$ cat src/rtl/asp_defs.svh
// Purpose: Constants for the asynchronous serial port
// Assumes: APB byte addresses, 32-bit data, 16-bit registers in low bits
// Notes:   Printed offsets are not all multiples of four, so they are indices
`ifndef ASP_DEFS_SVH
`define ASP_DEFS_SVH

// ----------------------------------------------------------------------
// Register indices and byte addresses
// ----------------------------------------------------------------------
`define ASP_IDX_CTRL      10'h080
`define ASP_IDX_STAT      10'h082
`define ASP_IDX_TXD       10'h084
`define ASP_IDX_RXD       10'h086
`define ASP_IDX_DIV       10'h088
`define ASP_ADDR(i)       ({(i), 2'b00})

// ----------------------------------------------------------------------
// Control fields
// ----------------------------------------------------------------------
`define ASP_CT_DMA_HI     15
`define ASP_CT_DMA_LO     13
`define ASP_CT_TX_IRQ_ENABLE       11
`define ASP_CT_RX_IRQ_ENABLE       10
`define ASP_CT_LOOP       9
`define ASP_CT_BRK        8
`define ASP_CT_BREAK_LEVEL     7
`define ASP_CT_PEN        6
`define ASP_CT_PEVEN      5
`define ASP_CT_WLEN       4
`define ASP_CT_STP2       3
`define ASP_CT_TXEN       2
`define ASP_CT_RX_STATUS_IRQ_ENABLE       1
`define ASP_CT_RXEN       0
`define ASP_CT_RESET      16'h0000
`define ASP_CT_WMASK      16'hEFFF

// ----------------------------------------------------------------------
// Status fields
// ----------------------------------------------------------------------
`define ASP_ST_TRANSMITTER_IDLE_FLAG       6
`define ASP_ST_TX_HOLDING_EMPTY_FLAG       5
`define ASP_ST_RDR        4
`define ASP_ST_BREAK_DETECTED_FLAG       3
`define ASP_ST_FER        2
`define ASP_ST_PER        1
`define ASP_ST_OER        0
`define ASP_ST_ERRMASK    16'h000F

// ----------------------------------------------------------------------
// Timing
// ----------------------------------------------------------------------
`define ASP_OVS           6'd32
`define ASP_MID           5'd15
`define ASP_LAST          5'd31
`define ASP_DIV_RESET     16'h0000

`endif

$ cat src/rtl/asp_pkg.sv
// Purpose: Types for the asynchronous serial port
// Assumes: Used with asp_defs.svh
// Notes:   States are one-hot
package asp_pkg;

    typedef enum logic [4:0] {
        ASP_IDLE   = 5'h01,
        ASP_START  = 5'h02,
        ASP_DATA   = 5'h04,
        ASP_PARITY = 5'h08,
        ASP_STOP   = 5'h10
    } asp_state_e;

endpackage : asp_pkg

$ cat src/rtl/asp_serial_port.sv
// Purpose: Asynchronous serial port with APB register access
// Assumes: sys_clk 250 MHz, srst synchronous active high
// Notes:   Double-buffered receiver and transmitter, 32x oversampling
//
// Contract
// - Half-period of 32x clock is divisor+1 cycles
// - Receive shifter transfers into receive holding register
// - Rx ready bit4, cleared only by data read
// - Tx holding empty bit5, double buffered
// - Transmitter idle bit6: shifter and holding empty
// - Break received sets break flag bit3
// - Low stop bit sets framing flag bit2 unless the frame is a break
// - Parity mismatch sets parity flag bit1
// - Unread character replaced sets overrun bit0
// - Error flags sticky until software clears
// - Control bits 15:13 route DMA channels
// - Tx DMA requests on empty, masks tx irq
// - Rx DMA requests on ready, masks rx irq
// - Bit11 keeps tx irq while holding empty
// - Bit10 keeps rx irq while data valid
// - Bit1 enables receive status interrupt
// - Bit9 loops transmit back into receiver
// - Bit8 forces transmit pin to bit7
// - Bits 6:5 select none, odd, even parity
// - Bit4 eight data bits, bit3 two stops
// - Bit2 enables transmit, bit0 enables receive
//
// Chosen here: the APB register port.
`timescale 1ns/1ps
`include "asp_defs.svh"

module asp_serial_port (
    input  wire logic        sys_clk,
    input  wire logic        srst,
    input  wire logic        psel,
    input  wire logic        penable,
    input  wire logic        pwrite,
    input  wire logic [11:0] paddr,
    input  wire logic [31:0] pwdata,
    output logic             pready,
    output logic      [31:0] prdata,
    output logic             pslverr,
    input  wire logic        serial_in_pin,
    output logic             serial_out_pin,
    output logic      [1:0]  dmaReqRx,
    output logic      [1:0]  dmaReqTx,
    output logic             txIrq,
    output logic             rxIrq,
    output logic             rxStatusIrq
);

    // ------------------------------------------------------------------
    // Registers and bus decode
    // ------------------------------------------------------------------
    logic [15:0] serialControl;
    logic [15:0] rateDivisorValue;
    logic [7:0]  txHolding;
    logic [7:0]  rxHolding;
    logic        txHoldingEmptyFlag;
    logic        rxReadyFlag;
    logic [3:0]  errFlags;
    logic        transmitterIdleFlag;
    logic        txBusy;
    logic        access;
    logic        wrCtrl;
    logic        wrStat;
    logic        wrTx;
    logic        wrDiv;
    logic        rdRx;
    logic        mapped;
    logic [15:0] statusWord;

    assign access  = psel && penable;
    assign pready  = 1'b1;
    assign wrCtrl  = access && pwrite && paddr == `ASP_ADDR(`ASP_IDX_CTRL);
    assign wrStat  = access && pwrite && paddr == `ASP_ADDR(`ASP_IDX_STAT);
    assign wrTx    = access && pwrite && paddr == `ASP_ADDR(`ASP_IDX_TXD);
    assign wrDiv   = access && pwrite && paddr == `ASP_ADDR(`ASP_IDX_DIV);
    assign rdRx    = access && !pwrite && paddr == `ASP_ADDR(`ASP_IDX_RXD);
    assign mapped  = paddr == `ASP_ADDR(`ASP_IDX_CTRL) || paddr == `ASP_ADDR(`ASP_IDX_STAT)
                  || paddr == `ASP_ADDR(`ASP_IDX_TXD) || paddr == `ASP_ADDR(`ASP_IDX_RXD)
                  || paddr == `ASP_ADDR(`ASP_IDX_DIV);
    assign pslverr = access && !mapped;

    assign transmitterIdleFlag = txHoldingEmptyFlag && !txBusy;
    always_comb begin
        statusWord = 16'h0000;
        statusWord[`ASP_ST_TRANSMITTER_IDLE_FLAG] = transmitterIdleFlag;
        statusWord[`ASP_ST_TX_HOLDING_EMPTY_FLAG] = txHoldingEmptyFlag;
        statusWord[`ASP_ST_RDR]  = rxReadyFlag;
        statusWord[`ASP_ST_BREAK_DETECTED_FLAG:`ASP_ST_OER] = errFlags;
    end

    always_ff @(posedge sys_clk) begin
        if (srst) begin
            prdata <= 32'h0000_0000;
        end else if (psel && !penable && !pwrite) begin
            case (paddr)
                `ASP_ADDR(`ASP_IDX_CTRL): prdata <= {16'h0000, serialControl};
                `ASP_ADDR(`ASP_IDX_STAT): prdata <= {16'h0000, statusWord};
                `ASP_ADDR(`ASP_IDX_TXD):  prdata <= {24'h000000, txHolding};
                `ASP_ADDR(`ASP_IDX_RXD):  prdata <= {24'h000000, rxHolding};
                `ASP_ADDR(`ASP_IDX_DIV):  prdata <= {16'h0000, rateDivisorValue};
                default:                  prdata <= 32'h0000_0000;
            endcase
        end
    end

    always_ff @(posedge sys_clk) begin
        if (srst) begin
            serialControl <= `ASP_CT_RESET;
        end else if (wrCtrl) begin
            serialControl <= pwdata[15:0] & `ASP_CT_WMASK;
        end
    end

    always_ff @(posedge sys_clk) begin
        if (srst) begin
            rateDivisorValue <= `ASP_DIV_RESET;
        end else if (wrDiv) begin
            rateDivisorValue <= pwdata[15:0];
        end
    end

    // ------------------------------------------------------------------
    // 32x sample tick
    // ------------------------------------------------------------------
    logic [15:0] halfCount;
    logic        halfPhase;
    logic        tick;

    always_ff @(posedge sys_clk) begin
        if (srst) begin
            halfCount <= 16'h0000;
            halfPhase <= 1'b0;
        end else if (halfCount >= rateDivisorValue) begin
            halfCount <= 16'h0000;
            halfPhase <= !halfPhase;
        end else begin
            halfCount <= halfCount + 16'h0001;
        end
    end
    assign tick = (halfCount >= rateDivisorValue) && halfPhase;

    // ------------------------------------------------------------------
    // Frame geometry: word length and parity for both directions, stop count for transmit only
    // ------------------------------------------------------------------
    logic [3:0] dataBits;
    logic       parityOn;
    logic       parityEven;
    logic [1:0] stopBits;
    assign dataBits   = serialControl[`ASP_CT_WLEN] ? 4'h8 : 4'h7;
    assign stopBits   = serialControl[`ASP_CT_STP2] ? 2'h2 : 2'h1;
    assign parityOn   = serialControl[`ASP_CT_PEN];
    assign parityEven = serialControl[`ASP_CT_PEVEN];

    // ------------------------------------------------------------------
    // Transmitter
    // ------------------------------------------------------------------
    asp_pkg::asp_state_e txState;
    logic [7:0] txShift;
    logic [4:0] txSub;
    logic [3:0] txBit;
    logic       txPar;
    logic       txLine;
    logic       txEn;
    logic       txLoad;

    assign txEn   = serialControl[`ASP_CT_TXEN];
    assign txBusy = txState != asp_pkg::ASP_IDLE;
    assign txLoad = tick && txEn && !txBusy && !txHoldingEmptyFlag;

    always_ff @(posedge sys_clk) begin
        if (srst) begin
            txHolding <= 8'h00;
        end else if (wrTx) begin
            txHolding <= pwdata[7:0];  // overwrites if not empty
        end
    end

    always_ff @(posedge sys_clk) begin
        if (srst) begin
            txHoldingEmptyFlag <= 1'b1;
        end else if (wrTx) begin
            txHoldingEmptyFlag <= 1'b0;
        end else if (txLoad) begin
            txHoldingEmptyFlag <= 1'b1;
        end
    end

    always_ff @(posedge sys_clk) begin
        if (srst) begin
            txState <= asp_pkg::ASP_IDLE;
            txShift <= 8'h00;
            txSub   <= 5'h00;
            txBit   <= 4'h0;
            txPar   <= 1'b0;
            txLine  <= 1'b1;
        end else if (!txEn) begin
            txState <= asp_pkg::ASP_IDLE;
            txLine  <= 1'b1;
        end else if (tick) begin
            txSub <= txSub + 5'h01;
            case (txState)
                asp_pkg::ASP_IDLE: begin
                    txLine <= 1'b1;
                    if (!txHoldingEmptyFlag) begin
                        txShift <= txHolding;
                        txPar   <= !parityEven;
                        txSub   <= 5'h00;
                        txLine  <= 1'b0;
                        txState <= asp_pkg::ASP_START;
                    end
                end
                asp_pkg::ASP_START: begin
                    if (txSub == `ASP_LAST) begin
                        txLine  <= txShift[0];
                        txPar   <= txPar ^ txShift[0];
                        txShift <= {1'b0, txShift[7:1]};
                        txBit   <= 4'h1;
                        txState <= asp_pkg::ASP_DATA;
                    end
                end
                asp_pkg::ASP_DATA: begin
                    if (txSub == `ASP_LAST) begin
                        if (txBit < dataBits) begin
                            txLine  <= txShift[0];
                            txPar   <= txPar ^ txShift[0];
                            txShift <= {1'b0, txShift[7:1]};
                            txBit   <= txBit + 4'h1;
                        end else if (parityOn) begin
                            txLine  <= txPar;
                            txState <= asp_pkg::ASP_PARITY;
                        end else begin
                            txLine  <= 1'b1;
                            txBit   <= 4'h0;
                            txState <= asp_pkg::ASP_STOP;
                        end
                    end
                end
                asp_pkg::ASP_PARITY: begin
                    if (txSub == `ASP_LAST) begin
                        txLine  <= 1'b1;
                        txBit   <= 4'h0;
                        txState <= asp_pkg::ASP_STOP;
                    end
                end
                asp_pkg::ASP_STOP: begin
                    if (txSub == `ASP_LAST) begin
                        if (txBit + 4'h1 >= {2'b00, stopBits}) begin
                            txState <= asp_pkg::ASP_IDLE;
                        end else begin
                            txBit <= txBit + 4'h1;
                        end
                    end
                end
                default: txState <= asp_pkg::ASP_IDLE;
            endcase
        end
    end

    // Break forcing wins over the shifter; registered so the pin is a flop.
    always_ff @(posedge sys_clk) begin
        if (srst) begin
            serial_out_pin <= 1'b1;
        end else if (serialControl[`ASP_CT_BRK]) begin
            serial_out_pin <= serialControl[`ASP_CT_BREAK_LEVEL];
        end else begin
            serial_out_pin <= txLine;
        end
    end

    // ------------------------------------------------------------------
    // Receiver
    // ------------------------------------------------------------------
    logic       rxMeta;
    logic       rxSync;
    logic       rxLine;
    logic       rxEn;
    logic       rxArmed;
    asp_pkg::asp_state_e rxState;
    logic [7:0] rxShift;
    logic [4:0] rxSub;
    logic [3:0] rxBit;
    logic       rxPar;
    logic       rxAllZero;
    logic       rxDone;
    logic       rxBadPar;
    logic       rxBadStop;
    logic       rxBreak;

    always_ff @(posedge sys_clk) begin
        if (srst) begin
            rxMeta <= 1'b1;
            rxSync <= 1'b1;
        end else begin
            rxMeta <= serial_in_pin;
            rxSync <= rxMeta;
        end
    end

    assign rxLine = serialControl[`ASP_CT_LOOP] ? serial_out_pin : rxSync;
    assign rxEn   = serialControl[`ASP_CT_RXEN];

    always_ff @(posedge sys_clk) begin
        if (srst) begin
            rxState   <= asp_pkg::ASP_IDLE;
            rxArmed   <= 1'b0;
            rxShift   <= 8'h00;
            rxSub     <= 5'h00;
            rxBit     <= 4'h0;
            rxPar     <= 1'b0;
            rxAllZero <= 1'b1;
            rxDone    <= 1'b0;
            rxBadPar  <= 1'b0;
            rxBadStop <= 1'b0;
            rxBreak   <= 1'b0;
        end else begin
            rxDone <= 1'b0;
            if (!rxEn) begin
                rxState <= asp_pkg::ASP_IDLE;
            end else if (tick) begin
                rxSub <= rxSub + 5'h01;
                case (rxState)
                    asp_pkg::ASP_IDLE: begin
                        // A start needs a fall, so a low stop or held break never restarts
                        rxArmed <= rxLine;
                        if (!rxLine && rxArmed) begin
                            rxSub   <= 5'h00;
                            rxState <= asp_pkg::ASP_START;
                        end
                    end
                    asp_pkg::ASP_START: begin
                        if (rxSub == `ASP_MID) begin
                            if (rxLine) begin
                                rxState <= asp_pkg::ASP_IDLE; // glitch
                            end else begin
                                rxSub     <= 5'h00;
                                rxBit     <= 4'h0;
                                rxPar     <= !parityEven;
                                rxAllZero <= 1'b1;
                                rxBadPar  <= 1'b0;
                                rxShift   <= 8'h00;
                                rxState   <= asp_pkg::ASP_DATA;
                            end
                        end
                    end
                    asp_pkg::ASP_DATA: begin
                        if (rxSub == `ASP_LAST) begin
                            rxShift   <= (dataBits == 4'h8) ? {rxLine, rxShift[7:1]}
                                                            : {1'b0, rxLine, rxShift[6:1]};
                            rxPar     <= rxPar ^ rxLine;
                            rxAllZero <= rxAllZero && !rxLine;
                            rxBit     <= rxBit + 4'h1;
                            if (rxBit + 4'h1 == dataBits) begin
                                rxState <= parityOn ? asp_pkg::ASP_PARITY
                                                    : asp_pkg::ASP_STOP;
                            end
                        end
                    end
                    asp_pkg::ASP_PARITY: begin
                        if (rxSub == `ASP_LAST) begin
                            rxBadPar  <= rxPar != rxLine;
                            rxAllZero <= rxAllZero && !rxLine;
                            rxState   <= asp_pkg::ASP_STOP;
                        end
                    end
                    asp_pkg::ASP_STOP: begin
                        // Only the first stop bit is checked, so frames may abut.
                        if (rxSub == `ASP_LAST) begin
                            rxBadStop <= !rxLine;
                            rxBreak   <= rxAllZero && !rxLine;
                            rxDone    <= 1'b1;
                            rxState   <= asp_pkg::ASP_IDLE;
                        end
                    end
                    default: rxState <= asp_pkg::ASP_IDLE;
                endcase
            end
        end
    end

    always_ff @(posedge sys_clk) begin
        if (srst) begin
            rxHolding <= 8'h00;
        end else if (rxDone) begin
            rxHolding <= rxShift;
        end
    end

    // Set wins over a same-cycle read so no character is lost.
    always_ff @(posedge sys_clk) begin
        if (srst) begin
            rxReadyFlag <= 1'b0;
        end else if (rxDone) begin
            rxReadyFlag <= 1'b1;
        end else if (rdRx) begin
            rxReadyFlag <= 1'b0;
        end
    end

    // ------------------------------------------------------------------
    // Sticky error flags: write 1 to the status word clears a flag
    // ------------------------------------------------------------------
    logic [3:0] errSet;
    assign errSet = {rxDone && rxBreak, rxDone && rxBadStop && !rxBreak,
                     rxDone && rxBadPar, rxDone && rxReadyFlag && !rdRx};

    generate
        for (genvar i = 0; i < 4; i++) begin : g_err
            always_ff @(posedge sys_clk) begin
                if (srst) begin
                    errFlags[i] <= 1'b0;
                end else if (errSet[i]) begin
                    errFlags[i] <= 1'b1;
                end else if (wrStat && pwdata[i]) begin
                    errFlags[i] <= 1'b0;
                end
            end
        end
    endgenerate

    // ------------------------------------------------------------------
    // DMA routing and interrupt requests
    // ------------------------------------------------------------------
    logic [1:0] rxRoute;
    logic [1:0] txRoute;
    always_comb begin
        rxRoute = 2'b00;
        txRoute = 2'b00;
        case (serialControl[`ASP_CT_DMA_HI:`ASP_CT_DMA_LO])
            3'h1: begin rxRoute = 2'b01; txRoute = 2'b10; end
            3'h2: begin rxRoute = 2'b10; txRoute = 2'b01; end
            3'h4: rxRoute = 2'b01;
            3'h5: rxRoute = 2'b10;
            3'h6: txRoute = 2'b01;
            3'h7: txRoute = 2'b10;
            default: rxRoute = 2'b00;
        endcase
    end

    assign dmaReqTx = txRoute & {2{txHoldingEmptyFlag}};
    assign dmaReqRx = rxRoute & {2{rxReadyFlag}};
    assign txIrq = serialControl[`ASP_CT_TX_IRQ_ENABLE] && txHoldingEmptyFlag
                && txRoute == 2'b00;
    assign rxIrq = serialControl[`ASP_CT_RX_IRQ_ENABLE] && rxReadyFlag
                && rxRoute == 2'b00;
    assign rxStatusIrq = serialControl[`ASP_CT_RX_STATUS_IRQ_ENABLE] && (errFlags != 4'h0);

endmodule : asp_serial_port

$ cat config.mk
export PLATFORM = sky130hd
export DESIGN_NAME = asp_serial_port
export DESIGN_NICKNAME = d
export VERILOG_FILES = /design/src/rtl/asp_pkg.sv /design/src/rtl/asp_serial_port.sv
export VERILOG_INCLUDE_DIRS = /design/src /design/src/rtl
export SDC_FILE = /design/constraint.sdc
export NUM_CORES = 1
export LEC_CHECK = 0
export BUFFER_PORTS_ARGS = -buffer_cell sky130_fd_sc_hd__clkbuf_2
export CORE_ASPECT_RATIO = 0.8
export CORE_MARGIN = 2
export CORE_UTILIZATION = 59
export CTS_CLUSTER_DIAMETER = 40
export DETAILED_ROUTE_END_ITERATION = 7
export GPL_TIMING_DRIVEN = 1
export HOLD_SLACK_MARGIN = 0.05
export PLACE_DENSITY_LB_ADDON = 0.25
export SLEW_MARGIN = 20
export SYNTH_ARGS = -nofsm -noshare
export SYNTH_HDL_FRONTEND = slang
export SYNTH_SLANG_ARGS = --single-unit
$ cat constraint.sdc
create_clock -name sys_clk -period 3.7 [get_ports sys_clk]
set_clock_uncertainty 0.1 [all_clocks]
set_input_delay 0.74 -clock sys_clk [delete_from_list [all_inputs] [get_ports sys_clk]]
set_output_delay 0.74 -clock sys_clk [all_outputs]
set_load 0.03 [all_outputs]
Word level (Yosys, flattened, before mapping)
Index checks and enable logic that the tools add are counted.
{ "totals": {"register_bits": 158, "latchBits": 0, "ram_bits": 0, "romBits": 0, "input_bits": 50, "out_inout_bits": 42, "elab_cells": 267, "memories": 0} }
{ "classes": {"n_addsub": 5, "n_mul": 0, "div_mod_pow": 0, "magnitude_cmp": 3, "eq_ne": 46, "shifts": 0, "n_mux": 89, "bitwise": 8, "n_reduce_logical": 83} }
{ "ops": {"columns": ["cell", "n"], "rows": [
  ["two-way mux 5 bit", 19],
  ["case mux 16 bit (5 select lines)", 1],
  ["two-way mux 8 bit", 8],
  ["equality test 12 x 10 -> 1 bit, second input constant", 5],
  ["case mux 5 bit (5 select lines)", 2],
  ["two-way mux 4 bit", 11],
  ["two-way mux 1 bit", 34],
  ["logical AND 1 bit", 33],
  ["inequality test 2 bit, second input constant", 16],
  ["case mux 8 bit (3 select lines)", 1],
  ["equality test 5 bit, second input constant", 4],
  ["AND reduction 6 bit", 3],
  ["nonzero test 2 bit", 9],
  ["adder 16 x 1 -> 16 bit, second input constant", 1],
  ["greater-or-equal comparator 16 bit", 1],
  ["case mux 4 bit (4 select lines)", 1],
  ["case mux 8 bit (2 select lines)", 1],
  ["OR reduction 2 bit", 8],
  ["equality test 5 x 4 -> 1 bit, second input constant", 3],
  ["AND reduction 7 bit", 2],
  ["equality test 3 bit, second input constant", 4],
  ["nonzero test 4 bit", 3],
  ["adder 5 x 1 -> 5 bit, second input constant", 2],
  ["equality test 5 x 1 -> 1 bit, second input constant", 2],
  ["35 further kinds", 60]
]} }

Logic depth before layout (Yosys ltp)
Gate-level depths: netlist of the first run.
{ "depth": {"ltp_word": 7, "ltp_mapped": 10} }

Worst setup path after synthesis of the first run
No wires, ideal clock.
{ "synth_timing": {"path_type": "in2reg", "from": "input port paddr[8]", "to": "register txHoldingEmptyFlag", "setup_time_ns": 0.137, "t_arrival_ns": 2.930, "required_ns": 3.463, "slack_ns": 0.533, "cell_stages": 8, "n_path_buf": 2, "path_cell_list": "or4b_1 -> or4_4 -> or3_1 -> buf_2 -> or3_1 -> buf_6 -> a21oi_1 -> o21ai_1"} }
{ "synth_between": {"elab_chain_len": 3, "word_cells_on_any_way": 4, "cone_classes": "eq/ne: 1; mux: 1; reduce/logical: 2"} }
{ "synth_lines": {"columns": ["element", "line_no", "text"], "rows": [
  ["start: declaration", "asp_serial_port.sv:38", "input wire logic [11:0] paddr,"],
  ["equality test 12 x 10 -> 1 bit *", null, null],
  ["logical AND 1 bit (no line) *", null, null],
  ["two-way mux 1 bit or nonzero test 2 bit (tied branches)", null, null],
  ["end signal: assignment", "asp_serial_port.sv:183", "txHoldingEmptyFlag <= 1'b1;"],
  ["end signal: assignment", "asp_serial_port.sv:185", "txHoldingEmptyFlag <= 1'b0;"],
  ["end signal: assignment", "asp_serial_port.sv:187", "txHoldingEmptyFlag <= 1'b1;"],
  ["end: declaration", "asp_serial_port.sv:59", "logic txHoldingEmptyFlag;"]
]} }
Mark *: on every way between the ends. The rest lies on a longest branch, timed or not.
A chain may end at the register's enable or synchronous reset.

Worst setup path in the final report of the first run
{ "layout_timing": {"from": "input port paddr[8]", "to": "register txHolding[1]"} }
{ "layout_between": {"elab_chain_len": 2} }
{ "layout_lines": {"columns": ["element", "line_no", "text"], "rows": [
  ["equality test 12 x 10 -> 1 bit", null, null],
  ["logical AND 1 bit (no line)", null, null],
  ["end signal: assignment", "asp_serial_port.sv:177", "txHolding <= pwdata[7:0];"],
  ["end: declaration", "asp_serial_port.sv:57", "logic [7:0] txHolding;"]
]} }
Every way passes these cells.

==> results of run 1 <==
## kinds of logic after synthesis
logic type | count (synthesis) | share of synthesized area, %
muxes | 77 | 10.43
AOI/OAI and AO/OA | 192 | 16.98
DFF | 142 | 38.15
other | 2 | 0.1008
adders and majority gates | 30 | 5.038
and+or+nand+nor | 300 | 19.83
buffers and inverters | 107 | 6.415
xor gates and xnor gates | 26 | 3.056
## power by group through the flow
stage	Combinational, W	Sequential [W]	Clock, W
detailed placement	0.000149	0.00158	0
global route	0.000163	0.00154	0.00187
finish	0.000152	0.00154	0.00179
global placement	0.000147	0.00158	0
CTS	0.000150	0.00154	0.00180
floorplan	0.0000924	0.00159	0
## layout make-up
cell class	instances	area share, %
multi-input cells	642	49.74
flip-flops and latches	142	33.64
clock buffers	19	5.361
repair buffers	76	5.064
well taps	171	2.532
clock inverters	11	1.970
inverters	38	1.688
## worst max-delay path: cells and delay by family
kind                   cells  cell delay [ps]
buffers and inverters      1               70
multiplexers               1              280
AND/OR/NAND/NOR            5             2070
## placed cells by master, fill, tap and decap left out, drive strengths merged, types with 14 or more instances in the layout
master	n
mux2i	72
xor2	14
and3	15
a21oi	52
o21ai	47
nor3	17
nor2	112
conb	17
dfxtp	142
inv	37
nand2	56
nand3	31
ha	30
clkbuf	76
buf	19
## sequential cells by signal, indices dropped and copies added, names as in the netlist, 5 cells and up
name	count
halfCount	16
prdata	16
rateDivisorValue	16
rxHolding	8
rxShift	8
rxState	5
rxSub	5
serialControl	15
txHolding	8
txShift	8
txState	5
txSub	5
## final timing paths
check | startpoint | cells after the start | end
max | paddr[8] | 7 | txHolding[1]
min | rxMeta | 1 | rxSync
max reg2reg | rateDivisorValue[13] | 9 | rxSub[3]
min reg2reg | rxMeta | 1 | rxSync
## layer usage
| metal | wire length, µm | vias up | global-route usage (%) |
|---|---|---|---|
| met5 | 0 | - | 0 |
| met3 | 1460 | 44 | 5.710 |
| met1 | 8485 | 3193 | 40.05 |
| met4 | 411 | 0 | 10.06 |
| li1 | - | 3198 | - |
| met2 | 9050 | 296 | 46.71 |
## through the flow
step           util (%)  hold slack, ps
6_report          68.96           315.7
5_1_grt           68.96           331.1
4_1_cts           68.96           315.9
3_5_place_dp      63.91           303.0
3_3_place_gp      63.91           302.9
2_1_floorplan         -           289.5
==> tab_implementation.tex, run 1 <==
\begin{tabular}{lr}
\hline
Metric & Value \\
\hline
\multicolumn{2}{l}{\textbf{Outcome}} \\
Run status & finished, final reports clean \\
\multicolumn{2}{l}{\textbf{Finish}} \\
Final Non-Filler Cells & between 1000 and 1500 \\
Filler Cell Count & between 900 and 1000 \\
Sequential cell area & 2843 µm² \\
Share of post-route cells with drive strength above 1 & between 10\% and 20\% \\
Area overhead of the layout relative to synthesis & 13.40\% \\
Number of nets at the end of the flow & approximately 1000 \\
Area occupied by multi-input gates & around 4200 µm² \\
Count of inserted antenna diode cells & 0 \\
Final design instance area without fill & $\sim$8400 µm² \\
\multicolumn{2}{l}{\textbf{Floorplanning}} \\
Die width & 129.6 µm \\
Die Outline Area & between 10000 and 15000 µm² \\
Die boundary height & roughly 100 µm \\
Initial core utilization & slightly above 60\% \\
I/O Pins & between 90 and 100 \\
Core area & 12250 µm² \\
Number of standard-cell rows in the floorplan & 36 \\
\multicolumn{2}{l}{\textbf{GRT}} \\
Pin count of the biggest net entering global routing & 67 \\
Final global-route overflow total & 0 \\
Wire length of the first global-routing pass & 32060 µm \\
Initial antenna violation count & 0 \\
Vias in the first global route & around 6600 \\
Total routing usage reported by global routing & approximately 29\% \\
\multicolumn{2}{l}{\textbf{Setup path}} \\
Crit path launch type & input pin \\
Max stage delay on crit path & 580 ps \\
Cell Chain, Critical Path & clkbuf\_2, or4b\_1, or4\_4, or3\_1, or3\_1, mux2i\_1, nor2\_1 \\
Library cell contributing the largest single delay on the critical path & sky130\_fd\_sc\_hd\_\_or3\_1 \\
Worst endpoint required time & between 3000 and 4000 ps \\
Crit-path most repeated cell & sky130\_fd\_sc\_hd\_\_or3\_1 \\
Arrival time of data at the critical path endpoint & roughly 3200 ps \\
Worst R2R Setup Slack & between 800 and 900 ps \\
Top fanout value on the critical path & 10 \\
Kind of end point of the critical path & flop \\
Type of the setup path with the least slack & in -> reg \\
\multicolumn{2}{l}{\textbf{Synth}} \\
Most frequently used cell type in the post-synthesis netlist & sky130\_fd\_sc\_hd\_\_dfxtp\_1 \\
Synth top area share & between 30\% and 40\% \\
Post-synthesis instance area & around 7500 µm² \\
Most area-hungry cell type in the Yosys netlist & sky130\_fd\_sc\_hd\_\_dfxtp\_1 \\
Fraction of registers with async set/reset & 0\% \\
Leading cell types by count after synthesis & sky130\_fd\_sc\_hd\_\_dfxtp\_1, sky130\_fd\_sc\_hd\_\_nor2\_1, sky130\_fd\_sc\_hd\_\_mux2i\_1, sky130\_fd\_sc\_hd\_\_nand2\_1, sky130\_fd\_sc\_hd\_\_a21oi\_1 \\
Number of warnings reported in the yosys synthesis log & 0 \\
Synthesized netlist cell count & between 800 and 900 \\
Count of state elements after synthesis & around 140 \\
Fraction of the yosys area taken by sequential cells & 38.15\% \\
Syn\_area\_per\_cell & $\sim$8.5 µm² \\
Flip-flop cell with the highest count after synthesis & sky130\_fd\_sc\_hd\_\_dfxtp\_1 \\
Count of flip-flops with a built-in enable after synthesis & 0 \\
Number of distinct standard cells referenced by the synthesized netlist & 72 \\
Ranking of synthesized cells by area & sky130\_fd\_sc\_hd\_\_dfxtp\_1, sky130\_fd\_sc\_hd\_\_mux2i\_1, sky130\_fd\_sc\_hd\_\_nor2\_1 \\
\multicolumn{2}{l}{\textbf{Detailed routing}} \\
Number of design-rule violations left by the first detailed-router iteration & 701 \\
Total routed wirelength & $\sim$19000 µm \\
Drt pass-1 iters & 5 \\
DR WL/cell & 17.66 µm \\
Detailed-route DRC error count & 0 \\
Final antenna-violating net count & 0 \\
Via-to-Cell Ratio & a little over 6 \\
Via count & a little under 7000 \\
\multicolumn{2}{l}{\textbf{Timing}} \\
Final worst setup slack & just under 700 ps \\
Final setup fails & 0 \\
Final min period & between 3000 and 4000 ps \\
RSZ-0062 raised after global routing & no \\
Count of final hold-check violations & 0 \\
Setup Total Neg Slack & 0 ps \\
Max Transition Viols Final & 0 \\
Relative slew slack & roughly 53\% \\
Final worst path period share & about four fifths \\
Max Clock Freq & about 0.33 GHz \\
Tightest Pin Transition & just over 700 ps \\
\multicolumn{2}{l}{\textbf{Clock network}} \\
Quantity of hold-fixing buffers added after cts & 0 \\
Maximum count of clock buffers along a single path & 2 \\
Setup repair bufs after CTS & 0 \\
Post-CTS sizing & 0 \\
Clock transition at the registers of the reported paths & about 60 ps \\
Cts bufs inserted & 17 \\
Latest clock arrival within the worst-skew pair & about 420 ps \\
Clock tree root driver cell & sky130\_fd\_sc\_hd\_\_clkbuf\_16 \\
Number of levels the H-tree was split into & 4 \\
Clock tree from TritonCTS & yes \\
Number of sinks on the clock net & 142 \\
\multicolumn{2}{l}{\textbf{Power and ir drop}} \\
Internal power summed over all cells & 0.002730 W \\
Power dissipated by switching net loads & 0.0007569 W \\
Static leakage & 3.416 nW \\
Proportion of power drawn by flip-flops and latches & 44.3\% \\
Total power & roughly 0.0035 W \\
Worst vdd rail ir drop & $\sim$0.00035 V \\
Clock network power share & between 50\% and 60\% \\
Comb pwr share & roughly 4.4\% \\
Switching power as a share of total power & between 20\% and 30\% \\
Power per unit of standard cell area & about 410 nW/µm² \\
\multicolumn{2}{l}{\textbf{Place}} \\
Buffers on Ports & between 50 and 60 \\
Cell area after placement & just under 8000 µm² \\
Worst slack, placed & between 300 and 400 ps \\
Total placed cells including tap cells & approximately 1100 \\
Detailed placement HPWL & around 14000 µm \\
Final weighted congestion of routability-driven global placement & 0.9182 \\
\multicolumn{2}{l}{\textbf{Hold path}} \\
Class of the most critical hold timing path & reg -> reg \\
\multicolumn{2}{l}{\textbf{Flow run}} \\
Number of max-cap violations & 0 \\
\hline
\end{tabular}
(Power assumes the default switching activity.)
==> inputs of run 2 (changes only) <==
--- a/config.mk
+++ b/config.mk
@@ -6,6 +6,7 @@
 export SDC_FILE = /design/constraint.sdc
 export NUM_CORES = 1
 export LEC_CHECK = 0
+export ABC_AREA = 1
 export BUFFER_PORTS_ARGS = -buffer_cell sky130_fd_sc_hd__clkbuf_2
 export CORE_ASPECT_RATIO = 0.8
 export CORE_MARGIN = 2
==> constraint.sdc (replaced) <==
create_clock -name sys_clk -period 2.8 [get_ports sys_clk]
set_clock_uncertainty 0.1 [all_clocks]
set_input_delay 0.56 -clock sys_clk [delete_from_list [all_inputs] [get_ports sys_clk]]
set_output_delay 0.56 -clock sys_clk [all_outputs]
set_load 0.03 [all_outputs]
==> run 2 against run 1 <==
- sequential power is 32% higher
- combinational power is 9.9% higher
- final cell count is 21% higher
- register-to-register slack worse by 450 ps
- critical path depth is 4 lower
- first-iteration DRC count is 5.4% lower
- die area is 0.48% higher
- worst setup slack worse by 380 ps
- flip-flop and latch count stayed put
- critical path type is now reg -> out
- critical endpoint is now txIrq
==> tab_implementation.tex, run 2 <==
\begin{tabular}{lr}
\hline
Metric & Value \\
\hline
\multicolumn{2}{l}{\textbf{Setup path}} \\
Type of the setup path with the least slack & reg -> out \\
Kind of end point of the critical path & primary output \\
Arrival time of data at the critical path endpoint & between 1500 and 2000 ps \\
Top fanout value on the critical path & 7 \\
Crit path launch type & flop \\
Worst endpoint required time & $\sim$2100 ps \\
\multicolumn{2}{l}{\textbf{Floorplanning}} \\
Initial core utilization & 60.90\% \\
I/O Pins & 92 \\
Core area & about 12000 µm² \\
Die boundary height & approximately 100 µm \\
Die width & between 100 and 150 µm \\
Die Outline Area & about 14000 µm² \\
Number of standard-cell rows in the floorplan & 36 \\
\multicolumn{2}{l}{\textbf{Finish}} \\
Count of inserted antenna diode cells & 0 \\
Largest registers & halfCount (16), prdata (16), rateDivisorValue (16) \\
Share of post-route cells with drive strength above 1 & between 10 and 15\% \\
Number of nets at the end of the flow & 1230 \\
Filler Cell Count & about 1000 \\
Highest-count cells in the layout ignoring fill and taps & sky130\_fd\_sc\_hd\_\_nand2\_1, sky130\_fd\_sc\_hd\_\_dfxtp\_1, sky130\_fd\_sc\_hd\_\_nor2\_1 \\
Final Non-Filler Cells & between 1000 and 1500 \\
Area overhead of the layout relative to synthesis & 13.97\% \\
Most common cell after layout, fill and taps aside & sky130\_fd\_sc\_hd\_\_nand2\_1 \\
\multicolumn{2}{l}{\textbf{Timing}} \\
Final min period & between 2000 and 2500 ps \\
Final worst setup slack & about 310 ps \\
Setup Total Neg Slack & 0 ps \\
Max Clock Freq & between 0.4 and 0.5 GHz \\
Hold Worst Slack & approximately 230 ps \\
Relative slew slack & between 50 and 60\% \\
Tightest Pin Transition & around 650 ps \\
Max Transition Viols Final & 0 \\
RSZ-0062 raised after global routing & no \\
Final setup fails & 0 \\
Final worst path period share & roughly nine tenths \\
Count of final hold-check violations & 0 \\
\multicolumn{2}{l}{\textbf{Synth}} \\
Leading cell types by count after synthesis & sky130\_fd\_sc\_hd\_\_nand2\_1, sky130\_fd\_sc\_hd\_\_dfxtp\_1, sky130\_fd\_sc\_hd\_\_nor2\_1, sky130\_fd\_sc\_hd\_\_inv\_1, sky130\_fd\_sc\_hd\_\_a21oi\_1 \\
Number of distinct standard cells referenced by the synthesized netlist & 39 \\
Complex-gate fraction of the synthesized area & between 10\% and 20\% \\
Largest family of logic cells by synthesized area & simple AND/OR/NAND/NOR gates \\
Portion of netlist area occupied by mux cells & 0\% \\
Arithmetic-cell share of the synthesized area counting full adders, half adders and majority gates & 5.013\% \\
Count of flip-flops with a built-in enable after synthesis & 0 \\
Xor/xnor cell area share of the yosys netlist & under 10\% \\
Flip-flop cell with the highest count after synthesis & sky130\_fd\_sc\_hd\_\_dfxtp\_1 \\
Simple-Gate Fraction of Synth Area & between 20\% and 30\% \\
Count of state elements after synthesis & $\sim$140 \\
Fraction of the yosys area taken by sequential cells & 37.96\% \\
Synthesized netlist cell count & roughly 1100 \\
Fraction of registers with async set/reset & 0\% \\
Syn\_area\_per\_cell & about 6.8 µm² \\
Post-synthesis instance area & 7488 µm² \\
Ranking of synthesized cells by area & sky130\_fd\_sc\_hd\_\_dfxtp\_1, sky130\_fd\_sc\_hd\_\_nand2\_1, sky130\_fd\_sc\_hd\_\_nor2\_1 \\
Synth top area share & 37.96\% \\
Most frequently used cell type in the post-synthesis netlist & sky130\_fd\_sc\_hd\_\_nand2\_1 \\
Number of warnings reported in the yosys synthesis log & 0 \\
Most area-hungry cell type in the Yosys netlist & sky130\_fd\_sc\_hd\_\_dfxtp\_1 \\
\multicolumn{2}{l}{\textbf{Detailed routing}} \\
Total routed wirelength & 18910 µm \\
Number of design-rule violations left by the first detailed-router iteration & between 600 and 700 \\
Via count & $\sim$7200 \\
Final antenna-violating net count & 0 \\
Detailed-route DRC error count & 0 \\
DR WL/cell & between 10 and 15 µm \\
Via-to-Cell Ratio & 5.424 \\
Drt pass-1 iters & 7 \\
\multicolumn{2}{l}{\textbf{Clock network}} \\
Quantity of hold-fixing buffers added after cts & 0 \\
Maximum count of clock buffers along a single path & 2 \\
Latest clock arrival within the worst-skew pair & between 400 and 500 ps \\
Number of levels the H-tree was split into & 4 \\
Clock tree from TritonCTS & yes \\
Cts bufs inserted & 17 \\
Setup repair bufs after CTS & 0 \\
Clock transition at the registers of the reported paths & approximately 60 ps \\
Clock tree root driver cell & sky130\_fd\_sc\_hd\_\_clkbuf\_16 \\
Post-CTS sizing & 0 \\
Number of sinks on the clock net & 142 \\
\multicolumn{2}{l}{\textbf{GRT}} \\
Initial antenna violation count & 0 \\
Vias in the first global route & between 6000 and 7000 \\
Wire length of the first global-routing pass & between 30000 and 40000 µm \\
Final global-route overflow total & 0 \\
Total routing usage reported by global routing & 28.15\% \\
Pin count of the biggest net entering global routing & between 40 and 50 \\
\multicolumn{2}{l}{\textbf{Power and ir drop}} \\
Worst vdd rail ir drop & approximately 0.00047 V \\
Static leakage & between 3 and 4 nW \\
Total power & 0.004732 W \\
Power per unit of standard cell area & approximately 550 nW/µm² \\
\multicolumn{2}{l}{\textbf{Place}} \\
Total placed cells including tap cells & between 1000 and 1500 \\
Final weighted congestion of routability-driven global placement & roughly 0.91 \\
Buffers on Ports & 58 \\
Worst slack, placed & approximately 380 ps \\
Detailed placement HPWL & approximately 13000 µm \\
\multicolumn{2}{l}{\textbf{Hold path}} \\
Class of the most critical hold timing path & in -> reg \\
\multicolumn{2}{l}{\textbf{Outcome}} \\
Run status & finished, final reports clean \\
\multicolumn{2}{l}{\textbf{Flow run}} \\
Number of max-cap violations & 0 \\
\hline
\end{tabular}
[run 2: power by group]
part           total, W  leakage (nW)  switching, W  internal, W
Clock           0.00253         0.320      0.000895      0.00163
Combinational  0.000167          2.34      0.000125    0.0000423
Sequential      0.00204          1.14    0.00000838      0.00203
Total           0.00473          3.80       0.00103      0.00370
[run 2: layout make-up]
type | instances | area, µm² | area share [%]
multi-input combinational | 773 | 3871 | 45.36
sequential | 142 | 2843 | 33.31
inverter | 142 | 533.0 | 6.245
clock buffer | 19 | 452.9 | 5.307
timing repair buffer | 74 | 410.4 | 4.809
tap | 171 | 214.0 | 2.507
clock inverter | 13 | 210.2 | 2.463
[run 2: kinds of logic after synthesis]
| logic type | count (synthesis) |
|---|---|
| AO/OA/AOI/OAI | 232 |
| buffers and inverters | 195 |
| other | 2 |
| flip-flops | 142 |
| XOR/XNOR | 15 |
| AND/OR/NAND/NOR | 479 |
| adder cells (fa/ha/maj) | 30 |
[run 2: final timing paths]
path / startpoint / to / slack, ps / cells past startpoint
setup / recovery: txHoldingEmptyFlag / txIrq / 310 / 3
hold / removal: serial_in_pin / rxMeta / 230 / 2
setup reg to reg: rateDivisorValue[7] / txSub[1] / 360 / 14
hold reg to reg: rxMeta / rxSync / 330 / 1
[run 2: critical path: stages, from the launching register on]
cell	delay (ps)
sky130_fd_sc_hd__dfxtp_1	430
sky130_fd_sc_hd__inv_1	190
sky130_fd_sc_hd__a2111oi_0	490
sky130_fd_sc_hd__clkbuf_2	300
[run 2: layer usage]
metal	track usage [%]	vias to the layer above	share of wire [%]
li1	-	3655	-
met1	41.03	3278	47
met2	41.29	267	43
met3	6.349	35	7.9
met4	8.602	0	1.9
met5	0	-	0
[run 2: stage by stage]
stage          util (%)  cell area (µm²)
2_1_floorplan         -             7551
3_3_place_gp      64.01             7871
3_5_place_dp      64.01             7871
4_1_cts           69.40             8534
5_1_grt           69.40             8534
6_report          69.40             8534
